===== src/apm_pkg.sv =====
// Package with constants, types and helpers for the converter pin-mode control
package apm_pkg;

  // Register byte offsets
  localparam logic [7:0] APM_STATUS_OFF = 8'h00;
  localparam logic [7:0] APM_IRQ_STAT_OFF = 8'h04;
  localparam logic [7:0] APM_IRQ_CLR_OFF = 8'h08;
  localparam logic [7:0] APM_IRQ_EN_OFF = 8'h0c;
  localparam logic [7:0] APM_CTRL_OFF = 8'h10;
  localparam logic [7:0] APM_SER_WORD_OFF = 8'h14;

  // Status register bit positions
  localparam int APM_ST_CAL = 0;
  localparam int APM_ST_PD = 1;
  localparam int APM_ST_PDQ = 2;
  localparam int APM_ST_DES = 3;
  localparam int APM_ST_FSR_HI = 4;
  localparam int APM_ST_EXT = 5;
  localparam int APM_ST_DIFF = 6;

  // Interrupt event bit positions
  localparam int APM_EV_CAL_DONE = 0;
  localparam int APM_EV_RESYNC = 1;
  localparam int APM_EV_SER_WORD = 2;
  localparam int APM_EV_PD = 3;
  localparam int APM_EV_W = 4;

  // Control register bit positions and reset value
  localparam int APM_CT_FSR_HI = 0;
  localparam int APM_CT_CAL_GO = 1;
  localparam logic [1:0] APM_CTRL_RST = 2'h1;

  // Timing counts in clk cycles, serial word length in bits
  localparam int APM_TRIG_LOW_MIN = 80;
  localparam int APM_TRIG_HIGH_MIN = 80;
  localparam int APM_CAL_RUN_CYCLES = 1024;
  localparam int APM_SER_BITS = 16;

  // AXI response codes
  localparam logic [1:0] APM_RESP_OKAY = 2'h0;
  localparam logic [1:0] APM_RESP_SLVERR = 2'h2;

  // Tri-level pin encoding at the port
  localparam logic [1:0] APM_LVL_LOW = 2'h0;
  localparam logic [1:0] APM_LVL_MID = 2'h1;
  localparam logic [1:0] APM_LVL_HIGH = 2'h2;

  typedef struct packed {
    logic lo;
    logic mid;
    logic hi;
  } apm_tri_t;

  typedef struct packed {
    logic ext_mode;
    logic diff_resync;
    logic fsr_high;
    logic des_mode;
  } apm_mode_t;

  // Decodes a tri-level code into one-hot mode bits; unused code reads as high
  function automatic apm_tri_t apm_tri_decode(input logic [1:0] code);
    apm_tri_t t;
    t.lo = (code == APM_LVL_LOW);
    t.mid = (code == APM_LVL_MID);
    t.hi = !(t.lo || t.mid);
    return t;
  endfunction

endpackage


===== src/apm_pin_mode_control.sv =====
// Pin-mode control logic of a dual-channel converter with AXI4-Lite status and control
//
// The register offsets and the AXI4-Lite register port were chosen for this implementation.
`timescale 1ns/1ps

// Summary of operation
// - Single-ended or mid select: positive reset pulse resynchronises output data clock.
// - Differential select: reset pin is positive leg, range pin negative leg.
// - Power-down input high powers down the whole converter, both channels.
// - Trigger low for minimum cycles then high for minimum cycles starts calibration.
// - Calibration-active flag is high exactly while calibration runs.
// - Range pin acts only with select and pin-control high; low reduced, high higher.
// - Differential reset mode ignores range pin and defaults to higher range.
// - With extended control active, dual-edge pin becomes serial chip enable.
// - Pin-control with mid dual-edge pin: I sampled at twice rate, Q ignored.
// - Each sample is taken on the falling edge of positive input clock leg; in dual-edge mode I also samples on the rising edge.
// - Enable input low selects extended control; high restricts to pins, overriding.
// - In extended control, output-amplitude pin clocks serial data in.
module apm_pin_mode_control
  import apm_pkg::*;
#(
  parameter int TRIG_LOW_MIN = APM_TRIG_LOW_MIN,
  parameter int TRIG_HIGH_MIN = APM_TRIG_HIGH_MIN,
  parameter int CAL_RUN_CYCLES = APM_CAL_RUN_CYCLES
)
(
  input wire logic clk,
  input wire logic rst,
  input wire logic [7:0] s_axi_awaddr,
  input wire logic s_axi_awvalid,
  output logic s_axi_awready,
  input wire logic [31:0] s_axi_wdata,
  input wire logic [3:0] s_axi_wstrb,
  input wire logic s_axi_wvalid,
  output logic s_axi_wready,
  output logic [1:0] s_axi_bresp,
  output logic s_axi_bvalid,
  input wire logic s_axi_bready,
  input wire logic [7:0] s_axi_araddr,
  input wire logic s_axi_arvalid,
  output logic s_axi_arready,
  output logic [31:0] s_axi_rdata,
  output logic [1:0] s_axi_rresp,
  output logic s_axi_rvalid,
  input wire logic s_axi_rready,
  input wire logic [1:0] clock_resync_style_select,
  input wire logic output_clock_resync,
  input wire logic full_scale_range_select,
  input wire logic device_powerdown_in,
  input wire logic q_channel_powerdown_in,
  input wire logic cal_trigger,
  input wire logic extended_control_enable_n,
  input wire logic [1:0] dual_edge_select,
  input wire logic output_amplitude_select,
  input wire logic serial_shift_data,
  input wire logic sample_clk_p,
  output logic calibration_active_flag,
  output logic output_data_clock,
  output logic powerdown_all,
  output logic powerdown_q,
  output logic full_scale_high,
  output logic des_mode,
  output logic serial_chip_enable,
  output logic i_sample_strobe,
  output logic q_sample_strobe,
  output logic irq
);

  typedef enum logic [1:0] {CAL_IDLE, CAL_ARMED, CAL_HIGH, CAL_RUN} apm_cal_t;

  localparam logic [15:0] LOW_MIN = 16'(TRIG_LOW_MIN);
  localparam logic [15:0] HIGH_MIN = 16'(TRIG_HIGH_MIN);
  localparam logic [15:0] RUN_LAST = 16'(CAL_RUN_CYCLES - 1);
  localparam logic [4:0] SER_LAST = 5'(APM_SER_BITS - 1);

  apm_cal_t cal_r, cal_nxt;
  logic [15:0] cnt_r, cnt_nxt;
  apm_mode_t mode_r;
  logic [1:0] ctrl_r;
  logic cal_go_r;
  logic [APM_EV_W-1:0] irq_stat_r, irq_en_r;
  logic aw_full_r, w_full_r, bvalid_r, rvalid_r;
  logic [7:0] aw_addr_r;
  logic [31:0] w_data_r, rdata_r;
  logic [3:0] w_strb_r;
  logic [1:0] bresp_r, rresp_r;
  logic resync_prev_r, sclk_prev_r, sclk_in_prev_r, pd_prev_r, odc_r;
  logic [15:0] ser_shift_r, ser_word_r;
  logic [4:0] ser_cnt_r;
  logic i_strobe_r, q_strobe_r;

  // Tri-level pin decode into one-hot level bits
  apm_tri_t style_lvl, des_lvl;
  assign style_lvl = apm_tri_decode(clock_resync_style_select);
  assign des_lvl = apm_tri_decode(dual_edge_select);

  // Mode selection from the decoded pins
  apm_mode_t mode_nxt;
  assign mode_nxt.ext_mode = !extended_control_enable_n;
  assign mode_nxt.diff_resync = style_lvl.lo;
  assign mode_nxt.des_mode = extended_control_enable_n && des_lvl.mid;
  // Range pin only counts with high select in pin control; else default or register
  assign mode_nxt.fsr_high = (style_lvl.hi && extended_control_enable_n) ?
                             full_scale_range_select :
                             (style_lvl.lo || extended_control_enable_n) ? 1'b1 :
                             ctrl_r[APM_CT_FSR_HI];

  // Resync pulse detection for both pin styles
  logic resync_lvl, resync_evt;
  assign resync_lvl = style_lvl.lo ? (output_clock_resync && !full_scale_range_select)
                                   : output_clock_resync;
  assign resync_evt = resync_lvl && !resync_prev_r;

  // Sample clock edges on the positive leg
  logic samp_fall, samp_rise;
  assign samp_fall = sclk_prev_r && !sample_clk_p;
  assign samp_rise = !sclk_prev_r && sample_clk_p;

  // Serial port: chip enable active low on the dual-edge pin in extended control
  logic ser_sel, ser_edge, ser_done;
  assign ser_sel = mode_r.ext_mode && des_lvl.lo;
  assign ser_edge = ser_sel && output_amplitude_select && !sclk_in_prev_r;
  assign ser_done = ser_edge && (ser_cnt_r == SER_LAST);

  // Calibration trigger qualifier and run sequencer
  logic cal_done;
  always_comb
  begin
    cal_nxt = cal_r;
    cnt_nxt = cnt_r;
    cal_done = 1'b0;
    unique case (cal_r)
      CAL_IDLE:
      begin
        if (cal_trigger)
          cnt_nxt = '0;
        else if (cnt_r >= LOW_MIN - 16'h0001)
          cal_nxt = CAL_ARMED;
        else
          cnt_nxt = cnt_r + 16'h0001;
        if (cal_go_r)
        begin
          cal_nxt = CAL_RUN;
          cnt_nxt = '0;
        end
      end
      CAL_ARMED:
      begin
        if (cal_trigger)
        begin
          cal_nxt = CAL_HIGH;
          cnt_nxt = 16'h0001;
        end
        if (cal_go_r)
        begin
          cal_nxt = CAL_RUN;
          cnt_nxt = '0;
        end
      end
      CAL_HIGH:
      begin
        if (!cal_trigger)
        begin
          cal_nxt = CAL_IDLE;
          cnt_nxt = 16'h0001;
        end
        else if (cnt_r >= HIGH_MIN - 16'h0001)
        begin
          cal_nxt = CAL_RUN;
          cnt_nxt = '0;
        end
        else
          cnt_nxt = cnt_r + 16'h0001;
      end
      CAL_RUN:
      begin
        if (cnt_r == RUN_LAST)
        begin
          cal_nxt = CAL_IDLE;
          cnt_nxt = '0;
          cal_done = 1'b1;
        end
        else
          cnt_nxt = cnt_r + 16'h0001;
      end
    endcase
  end

  always_ff @(posedge clk or posedge rst)
  begin
    if (rst)
    begin
      cal_r <= CAL_IDLE;
      cnt_r <= '0;
    end
    else
    begin
      cal_r <= cal_nxt;
      cnt_r <= cnt_nxt;
    end
  end

  // Pin history, mode latch and output data clock divider
  always_ff @(posedge clk or posedge rst)
  begin
    if (rst)
    begin
      mode_r <= '0;
      resync_prev_r <= 1'b0;
      sclk_prev_r <= 1'b0;
      sclk_in_prev_r <= 1'b0;
      pd_prev_r <= 1'b0;
      odc_r <= 1'b0;
    end
    else
    begin
      mode_r <= mode_nxt;
      resync_prev_r <= resync_lvl;
      sclk_prev_r <= sample_clk_p;
      sclk_in_prev_r <= output_amplitude_select;
      pd_prev_r <= device_powerdown_in;
      odc_r <= (resync_evt || device_powerdown_in) ? 1'b0 : !odc_r;
    end
  end

  // Sample strobes per channel, suppressed by power down
  always_ff @(posedge clk or posedge rst)
  begin
    if (rst)
    begin
      i_strobe_r <= 1'b0;
      q_strobe_r <= 1'b0;
    end
    else
    begin
      i_strobe_r <= !device_powerdown_in && (samp_fall || (mode_r.des_mode && samp_rise));
      q_strobe_r <= !device_powerdown_in && !q_channel_powerdown_in &&
                    !mode_r.des_mode && samp_fall;
    end
  end

  // Serial shift register clocked by the output-amplitude pin
  always_ff @(posedge clk or posedge rst)
  begin
    if (rst)
    begin
      ser_shift_r <= '0;
      ser_cnt_r <= '0;
      ser_word_r <= '0;
    end
    else
    begin
      if (!ser_sel)
        ser_cnt_r <= '0;
      else if (ser_edge)
      begin
        ser_shift_r <= {ser_shift_r[14:0], serial_shift_data};
        ser_cnt_r <= ser_done ? 5'h00 : ser_cnt_r + 5'h01;
      end
      if (ser_done)
        ser_word_r <= {ser_shift_r[14:0], serial_shift_data};
    end
  end

  // AXI write decode
  logic aw_take, w_take, do_write, do_read, wr_hit, rd_hit, lane0;
  logic [APM_EV_W-1:0] events, irq_clr;
  assign s_axi_awready = !aw_full_r && !bvalid_r;
  assign s_axi_wready = !w_full_r && !bvalid_r;
  assign aw_take = s_axi_awvalid && s_axi_awready;
  assign w_take = s_axi_wvalid && s_axi_wready;
  assign do_write = aw_full_r && w_full_r && !bvalid_r;
  assign lane0 = w_strb_r[0];
  assign wr_hit = (aw_addr_r == APM_IRQ_CLR_OFF) || (aw_addr_r == APM_IRQ_EN_OFF) ||
                  (aw_addr_r == APM_CTRL_OFF);
  assign irq_clr = (do_write && lane0 && aw_addr_r == APM_IRQ_CLR_OFF) ?
                   w_data_r[APM_EV_W-1:0] : '0;

  // Event collection and interrupt output
  assign events[APM_EV_CAL_DONE] = cal_done;
  assign events[APM_EV_RESYNC] = resync_evt;
  assign events[APM_EV_SER_WORD] = ser_done;
  assign events[APM_EV_PD] = device_powerdown_in && !pd_prev_r;
  assign irq = |(irq_stat_r & irq_en_r);

  always_ff @(posedge clk or posedge rst)
  begin
    if (rst)
    begin
      aw_full_r <= 1'b0;
      w_full_r <= 1'b0;
      aw_addr_r <= '0;
      w_data_r <= '0;
      w_strb_r <= '0;
      bvalid_r <= 1'b0;
      bresp_r <= APM_RESP_OKAY;
      irq_en_r <= '0;
      irq_stat_r <= '0;
      ctrl_r <= APM_CTRL_RST;
      cal_go_r <= 1'b0;
    end
    else
    begin
      if (aw_take)
      begin
        aw_full_r <= 1'b1;
        aw_addr_r <= {s_axi_awaddr[7:2], 2'b00};
      end
      if (w_take)
      begin
        w_full_r <= 1'b1;
        w_data_r <= s_axi_wdata;
        w_strb_r <= s_axi_wstrb;
      end
      cal_go_r <= 1'b0;
      if (do_write)
      begin
        aw_full_r <= 1'b0;
        w_full_r <= 1'b0;
        bvalid_r <= 1'b1;
        bresp_r <= wr_hit ? APM_RESP_OKAY : APM_RESP_SLVERR;
        if (lane0 && aw_addr_r == APM_IRQ_EN_OFF)
          irq_en_r <= w_data_r[APM_EV_W-1:0];
        if (lane0 && aw_addr_r == APM_CTRL_OFF)
        begin
          ctrl_r[APM_CT_FSR_HI] <= w_data_r[APM_CT_FSR_HI];
          cal_go_r <= w_data_r[APM_CT_CAL_GO];
        end
      end
      else if (bvalid_r && s_axi_bready)
        bvalid_r <= 1'b0;
      irq_stat_r <= (irq_stat_r & ~irq_clr) | events; // Set wins over clear
    end
  end

  // AXI read path
  logic [31:0] rd_mux;
  logic [7:0] rd_addr;
  logic [6:0] status_bits;
  assign s_axi_arready = !rvalid_r;
  assign do_read = s_axi_arvalid && s_axi_arready;
  assign rd_addr = {s_axi_araddr[7:2], 2'b00};
  assign status_bits[APM_ST_CAL] = calibration_active_flag;
  assign status_bits[APM_ST_PD] = device_powerdown_in;
  assign status_bits[APM_ST_PDQ] = q_channel_powerdown_in;
  assign status_bits[APM_ST_DES] = mode_r.des_mode;
  assign status_bits[APM_ST_FSR_HI] = mode_r.fsr_high;
  assign status_bits[APM_ST_EXT] = mode_r.ext_mode;
  assign status_bits[APM_ST_DIFF] = mode_r.diff_resync;
  assign rd_hit = (rd_addr == APM_STATUS_OFF) || (rd_addr == APM_IRQ_STAT_OFF) ||
                  (rd_addr == APM_IRQ_CLR_OFF) || (rd_addr == APM_IRQ_EN_OFF) ||
                  (rd_addr == APM_CTRL_OFF) || (rd_addr == APM_SER_WORD_OFF);
  assign rd_mux = (rd_addr == APM_STATUS_OFF) ? {25'h0, status_bits} :
                  (rd_addr == APM_IRQ_STAT_OFF) ? {28'h0, irq_stat_r} :
                  (rd_addr == APM_IRQ_EN_OFF) ? {28'h0, irq_en_r} :
                  (rd_addr == APM_CTRL_OFF) ? {30'h0, 1'b0, ctrl_r[APM_CT_FSR_HI]} :
                  (rd_addr == APM_SER_WORD_OFF) ? {16'h0, ser_word_r} : 32'h0;

  always_ff @(posedge clk or posedge rst)
  begin
    if (rst)
    begin
      rvalid_r <= 1'b0;
      rdata_r <= '0;
      rresp_r <= APM_RESP_OKAY;
    end
    else if (do_read)
    begin
      rvalid_r <= 1'b1;
      rdata_r <= rd_mux;
      rresp_r <= rd_hit ? APM_RESP_OKAY : APM_RESP_SLVERR;
    end
    else if (rvalid_r && s_axi_rready)
      rvalid_r <= 1'b0;
  end

  // Output drive
  assign s_axi_bvalid = bvalid_r;
  assign s_axi_bresp = bresp_r;
  assign s_axi_rvalid = rvalid_r;
  assign s_axi_rdata = rdata_r;
  assign s_axi_rresp = rresp_r;
  assign calibration_active_flag = (cal_r == CAL_RUN);
  assign output_data_clock = odc_r;
  assign powerdown_all = device_powerdown_in;
  assign powerdown_q = device_powerdown_in || q_channel_powerdown_in;
  assign full_scale_high = mode_r.fsr_high;
  assign des_mode = mode_r.des_mode;
  assign serial_chip_enable = ser_sel;
  assign i_sample_strobe = i_strobe_r;
  assign q_sample_strobe = q_strobe_r;

endmodule


===== config.mk =====
export PLATFORM = sky130hd
export DESIGN_NAME = apm_pin_mode_control
export DESIGN_NICKNAME = d
export VERILOG_FILES = /design/src/apm_pkg.sv /design/src/apm_pin_mode_control.sv
export SDC_FILE = /design/constraint.sdc
export NUM_CORES = 1
export LEC_CHECK = 0
export BUFFER_PORTS_ARGS = -buffer_cell sky130_fd_sc_hd__buf_4
export CORE_AREA = 4 4 90 155
export CTS_CLUSTER_DIAMETER = 30
export DETAILED_ROUTE_END_ITERATION = 8
export DIE_AREA = 0 0 94 159
export GPL_TIMING_DRIVEN = 0
export PLACE_DENSITY_LB_ADDON = 0.12
export SLEW_MARGIN = 20
export SYNTH_ARGS = -nofsm -noshare
export SYNTH_HDL_FRONTEND = slang
export SYNTH_SLANG_ARGS = --single-unit

===== constraint.sdc =====
create_clock -name clk -period 9.9 [get_ports clk]
set_input_delay 2.475 -clock clk [delete_from_list [all_inputs] [get_ports clk]]
set_output_delay 2.475 -clock clk [all_outputs]
set_load 0.01 [all_outputs]

# Yosys cells after proc, flatten, opt, wreduce, memory -nomap -nowiden
# Index checks and enable logic that the tools add are counted.
word_totals:
  regBits: 126
  input_bits: 72
  word_cells: 175
op_classes:
  add_sub_neg: 2
  n_lt_le_gt_ge: 1
  eq_ne: 22
  muxes: 45
  bitwise: 4
  reduce_logical: 71
op_table:
  columns: ["op", "n"]
  rows:
  - ["16-bit 2-to-1 mux", 13]
  - ["16-bit case mux with 4 select lines", 1]
  - ["1-bit logical AND", 29]
  - ["6-bit by 2-bit == test with 1-bit output, second input constant", 4]
  - ["2-bit 2-to-1 mux", 10]
  - ["6-bit by 3-bit == test with 1-bit output, second input constant", 3]
  - ["16-bit by 1-bit adder with 16-bit output, second input constant", 1]
  - ["16-bit by 10-bit == test with 1-bit output, second input constant", 1]
  - ["16-bit by 7-bit greater-or-equal comparator with 1-bit output, second input constant", 1]
  - ["1-bit logical NOT", 16]
  - ["1-bit 2-to-1 mux", 16]
  - ["5-bit 2-to-1 mux", 3]
  - ["1-bit logical OR", 12]
  - ["3-bit != test, second input constant", 4]
  - ["4-bit bitwise AND", 2]
  - ["8-bit logical NOT", 1]
  - ["2-bit case mux with 4 select lines", 1]
  - ["2-bit AND reduction", 4]
  - ["2-bit nonzero test", 4]
  - ["2-bit by 1-bit == test with 1-bit output, second input constant", 3]
  - ["6-bit by 1-bit == test with 1-bit output, second input constant", 1]
  - ["2-bit logical NOT", 3]
  - ["5-bit by 1-bit adder with 5-bit output, second input constant", 1]
  - ["5-bit by 4-bit == test with 1-bit output, second input constant", 1]
  - ["8 further kinds", 10]

# Logic depth before layout (Yosys ltp)
logic_depth:
  word_depth: 8
  ltp_mapped: 8
  mapped_depth_nobuf: 7

# Worst setup path after synthesis
# OpenSTA, ideal clock, no wires.
synth_path:
  path_kind: "input -> output"
  from: "in dual_edge_select[0]"
  to: "out serial_chip_enable"
  arrival_time_ns: 2.799
  path_slack_ns: 4.626
  cell_stages: 3
  cell_sequence: "nor2_1 nand2_1 inv_1"
synth_via:
  elab_chain_cells: 2
synth_rtl:
  columns: ["item", "line", "text"]
  rows:
  - ["start, declared", "apm_pin_mode_control.sv:53", "input wire logic [1:0] dual_edge_select,"]
  - ["2-bit logical NOT", "apm_pkg.sv:64", "t.lo = (code == APM_LVL_LOW);"]
  - ["1-bit logical AND", "apm_pin_mode_control.sv:121", "assign ser_sel = mode_r.ext_mode && des_lvl.lo;"]
  - ["end, declared", "apm_pin_mode_control.sv:63", "output logic serial_chip_enable,"]
# No other way between the ends.

# Worst setup path after layout
# Ends and elaborated chain as after synthesis.

==> results by group <==
Outcome
  • Status: completed

Yosys
  • Netlist Area Pre-Place: 4943 um^2
  • Sequential fraction of the synthesis area: 0.5470
  • Warnings from Yosys: 0
  • EDFF count, synth: 0
  • Synth unique cells: 54
  • Yosys reg bits: 108
  • Async SR Flop Fraction: 1.000
  • Synth Flop Type: dfrtp_1
  • Cells after Synth: 480
  • Mean Syn Cell Area: 10.30 um^2

Critical path
  • R2R depth: 7
  • R2R Setup Slk: 7.51 ns
  • CP Max Fanout: 5
  • CP arrival: 3.16 ns
  • Worst-path cell chain: buf_4 > nor2_1 > nand2_1 > inv_1 > buf_4
  • CP max stage cell: nand2_1
  • Cell mode on critical path: buf_4
  • R2R Path Start: cnt_r[6]$_DFFE_PP0P_
  • Crit path depth: 5
  • Worst path max stage delay: 0.17 ns
  • Largest delay share family, worst path: buffers and inverters
  • Worst path buffer plus inverter count: 3
  • CP Launch Type: input port
  • Crit end category: primary output
  • Req. time, crit path: 7.43 ns
  • RR Endpoint: cnt_r[1]$_DFFE_PP0P_
  • Crit Path Class: in2out

Clock network
  • CTS tree: yes
  • Setup Buffers After CTS: 0
  • Resize count post-CTS: 0
  • Clock tree buffer depth: 2
  • Hold buffer count at cts: 0
  • CTS root buffer: clkbuf_16
  • Total clock sinks: 108
  • Reg clk slew, reported paths: 0.07 ns
  • CTS Buf Count: 9
  • H-Tree Depth: 3
  • Worst skew pair latency: 0.35 ns

Detailed routing
  • Via density: 4.992
  • Final ANT Viol Nets: 0
  • TritonRoute pass-1 iters: 5
  • Initial DRC count: 117
  • DR DRC count: 0
  • Via count: 3,744
  • Wire length per cell: 15.55 um
  • Post-Route WL: 11.66 mm

Global route
  • Tot GR Track Use: 0.1608
  • Antenna violations before repair: 0
  • Number of global-route vias before repair: 3,675
  • Largest net degree at the start of global routing: 60
  • Gr ovfl total: 0
  • First-pass GRT wire length: 18.81 mm

STA
  • Setup TNS Final: 0 ns
  • Skew final: 0.007392 ns
  • Post-route clock period utilization: 0.5696
  • FMAX: 0.1773 GHz
  • RSZ-0062 raised after global routing: false
  • Max-Slew Margin vs Limit: 0.3683
  • Slew @ Worst Pin: 0.9455 ns
  • Final Max Slew Viols: 0
  • Min Tclk post-route: 5.639 ns
  • Final worst setup slack: 4.261 ns
  • Fin. Hold Viols: 0
  • Final setup vio count: 0

Pwr
  • Lkg Pwr: 0.002897 uW
  • Pwr Density: 197.6 nW/um^2
  • Worst vdd ir: 122.3 uV

Run
  • MaxCap Viol Count: 0

Final layout
  • Area occupied by multi-input gates: 2029 um^2
  • ANT cells: 0
  • # fillers: 1,220
  • Sequential cell area: 2704 um^2
  • Utilization after layout: 0.4849
  • Final Cell Area: 6093 um^2
  • Fraction of layout cells with a size suffix above 1: 0.2543
  • Nets@finish: 652
  • Post-route insts no fill: 750
  • Area Overhead vs Synth: 23.26%

Floorplanning
  • Die area: 14,950 um^2
  • Starting Density: 0.3934
  • Core area: 12,570 um^2
  • Die Span Y: 159 um
  • Num rows: 54
  • Die W: 94 um
  • IO Count: 123

Hold path
  • Worst hold path endpoint: s_axi_rdata[10]$_DFFE_PP0P_
  • Worst hold path type: reg2reg
  • Hold Path Cell Cnt: 2
  • Hold_sp: s_axi_rdata[10]$_DFFE_PP0P_

Placed design
  • Detailed Place HPWL: 8.990 mm
  • Port-buffer cells: 69
  • Routability congestion estimate: 0.7996
  • Setup WS pre-CTS: 4.237 ns
  • Dpl cell area: 5768 um^2
  • Cell count after placement: 735
tightest hold or removal path, delay by kind of cell, from the launching register on:
family	cells	cell delay (ns)
simple gates	2	0.10
flops	1	0.34
cell usage in the layout, fill, tap and decap left out, types with 3 or more instances in the layout:
| cell type | instances |
|---|---|
| dfrtp_1 | 107 |
| nand2_1 | 92 |
| buf_4 | 89 |
| mux2_2 | 31 |
| nor2_1 | 30 |
| nand3_1 | 21 |
| a21oi_1 | 19 |
| conb_1 | 18 |
| clkbuf_1 | 14 |
| o21ai_0 | 14 |
| inv_1 | 12 |
| nor3_1 | 10 |
| o31ai_1 | 9 |
| clkbuf_16 | 9 |
| nand3b_1 | 6 |
| or3_1 | 5 |
| nand2b_1 | 5 |
| a22o_1 | 5 |
| a22oi_1 | 5 |
| or4_1 | 5 |
| nor2b_1 | 4 |
| and3_1 | 4 |
| mux2i_1 | 4 |
| o31a_1 | 4 |
| a211oi_1 | 4 |
| and2_1 | 3 |
| a31oi_1 | 3 |
| buf_2 | 3 |
| nand4_1 | 3 |
| a21o_1 | 3 |
| o211ai_1 | 3 |
| a221oi_1 | 3 |
| a2111oi_0 | 3 |
through the flow:
step | hold WS, ns | power (uW)
after floorplan | 0.4402 | 721.1
after global placement | 0.4538 | 812.6
after detailed placement | 0.4586 | 822.1
after CTS | 0.4743 | 1219
after global routing | 0.4830 | 1270
final | 0.4672 | 1204
kinds of logic after synthesis:
family / Yosys count / share of synthesized area
other cells: 1 / 0.0007586
buf+inv: 50 / 0.05543
simple gates: 199 / 0.1936
fa+ha+maj: 2 / 0.005061
flops: 108 / 0.5470
compound gates: 84 / 0.1177
mux: 35 / 0.07871
xor+xnor: 1 / 0.001772
worst max-delay path by stage:
stage / start / endpoint / slack, ns
4_1_cts: dual_edge_select[0] / serial_chip_enable / 4.24
3_3_place_gp: rst / s_axi_rvalid$_DFFE_PP0P_ / 3.23
5_1_grt: dual_edge_select[0] / serial_chip_enable / 4.13
6_report: dual_edge_select[0] / serial_chip_enable / 4.26
2_1_floorplan: rst / aw_addr_r[2]$_DFFE_PP0P_ / 4.58
3_5_place_dp: dual_edge_select[0] / serial_chip_enable / 4.24
where the power goes:
part	total (uW)	switching, uW	internal (uW)
Combinational	263	140	124
Clock	394	159	235
Sequential	546	44.4	502
Total	1200	343	861
state kept, by name, summed over array words and instances, names as in the netlist, 2 cells and up:
register and count:
ser_word_r 16, s_axi_rdata 16, irq_stat_r 4, mode_r 2
ser_cnt_r 5, irq_en_r 4, aw_addr_r 6, cal_r 2
w_data_r 4, ser_shift_r 15, cnt_r 16
final cells by class:
type / count / area share
Buffer: 37 / 0.03696
Clock buffer: 12 / 0.04209
Clock inverter: 3 / 0.01129
Inverter: 13 / 0.008830
Multi-Input combinational cell: 339 / 0.3331
Sequential cell: 108 / 0.4437
Tap cell: 168 / 0.03450
Timing Repair Buffer: 70 / 0.08953
synth_stat cells, drive strengths merged, types with 3 or more instances:
library cell  number  area share
a22o               5      0.0089
inv               13      0.0099
and2               3      0.0038
a21oi             19       0.019
o31a               4      0.0071
mux2i              4      0.0081
nor2              30       0.023
nand4              4      0.0063
o31ai              9       0.014
o21ai             15       0.016
and3               4      0.0051
nor2b              4      0.0051
nand2b             5      0.0063
a221oi             3      0.0053
buf               24       0.036
a2111oi            3      0.0053
dfrtp            107        0.54
o211ai             3      0.0046
a22oi              5      0.0076
clkbuf            13      0.0099
nand3b             6      0.0091
a31oi              3      0.0038
a21o               3      0.0046
nand2             92       0.070
or3                5      0.0063
mux2              31       0.071
nand3             21       0.021
or4                5      0.0076
a211oi             4      0.0061
nor3              10       0.010
layer usage:
| layer | wire [um] | track usage |
|---|---|---|
| met2 | 6379 | 0.2889 |
| met1 | 4721 | 0.1904 |
| met5 | 0 | 0 |
| met3 | 326 | 0.02506 |
| met4 | 233 | 0.05654 |
Power figures use the tool's default switching activity.
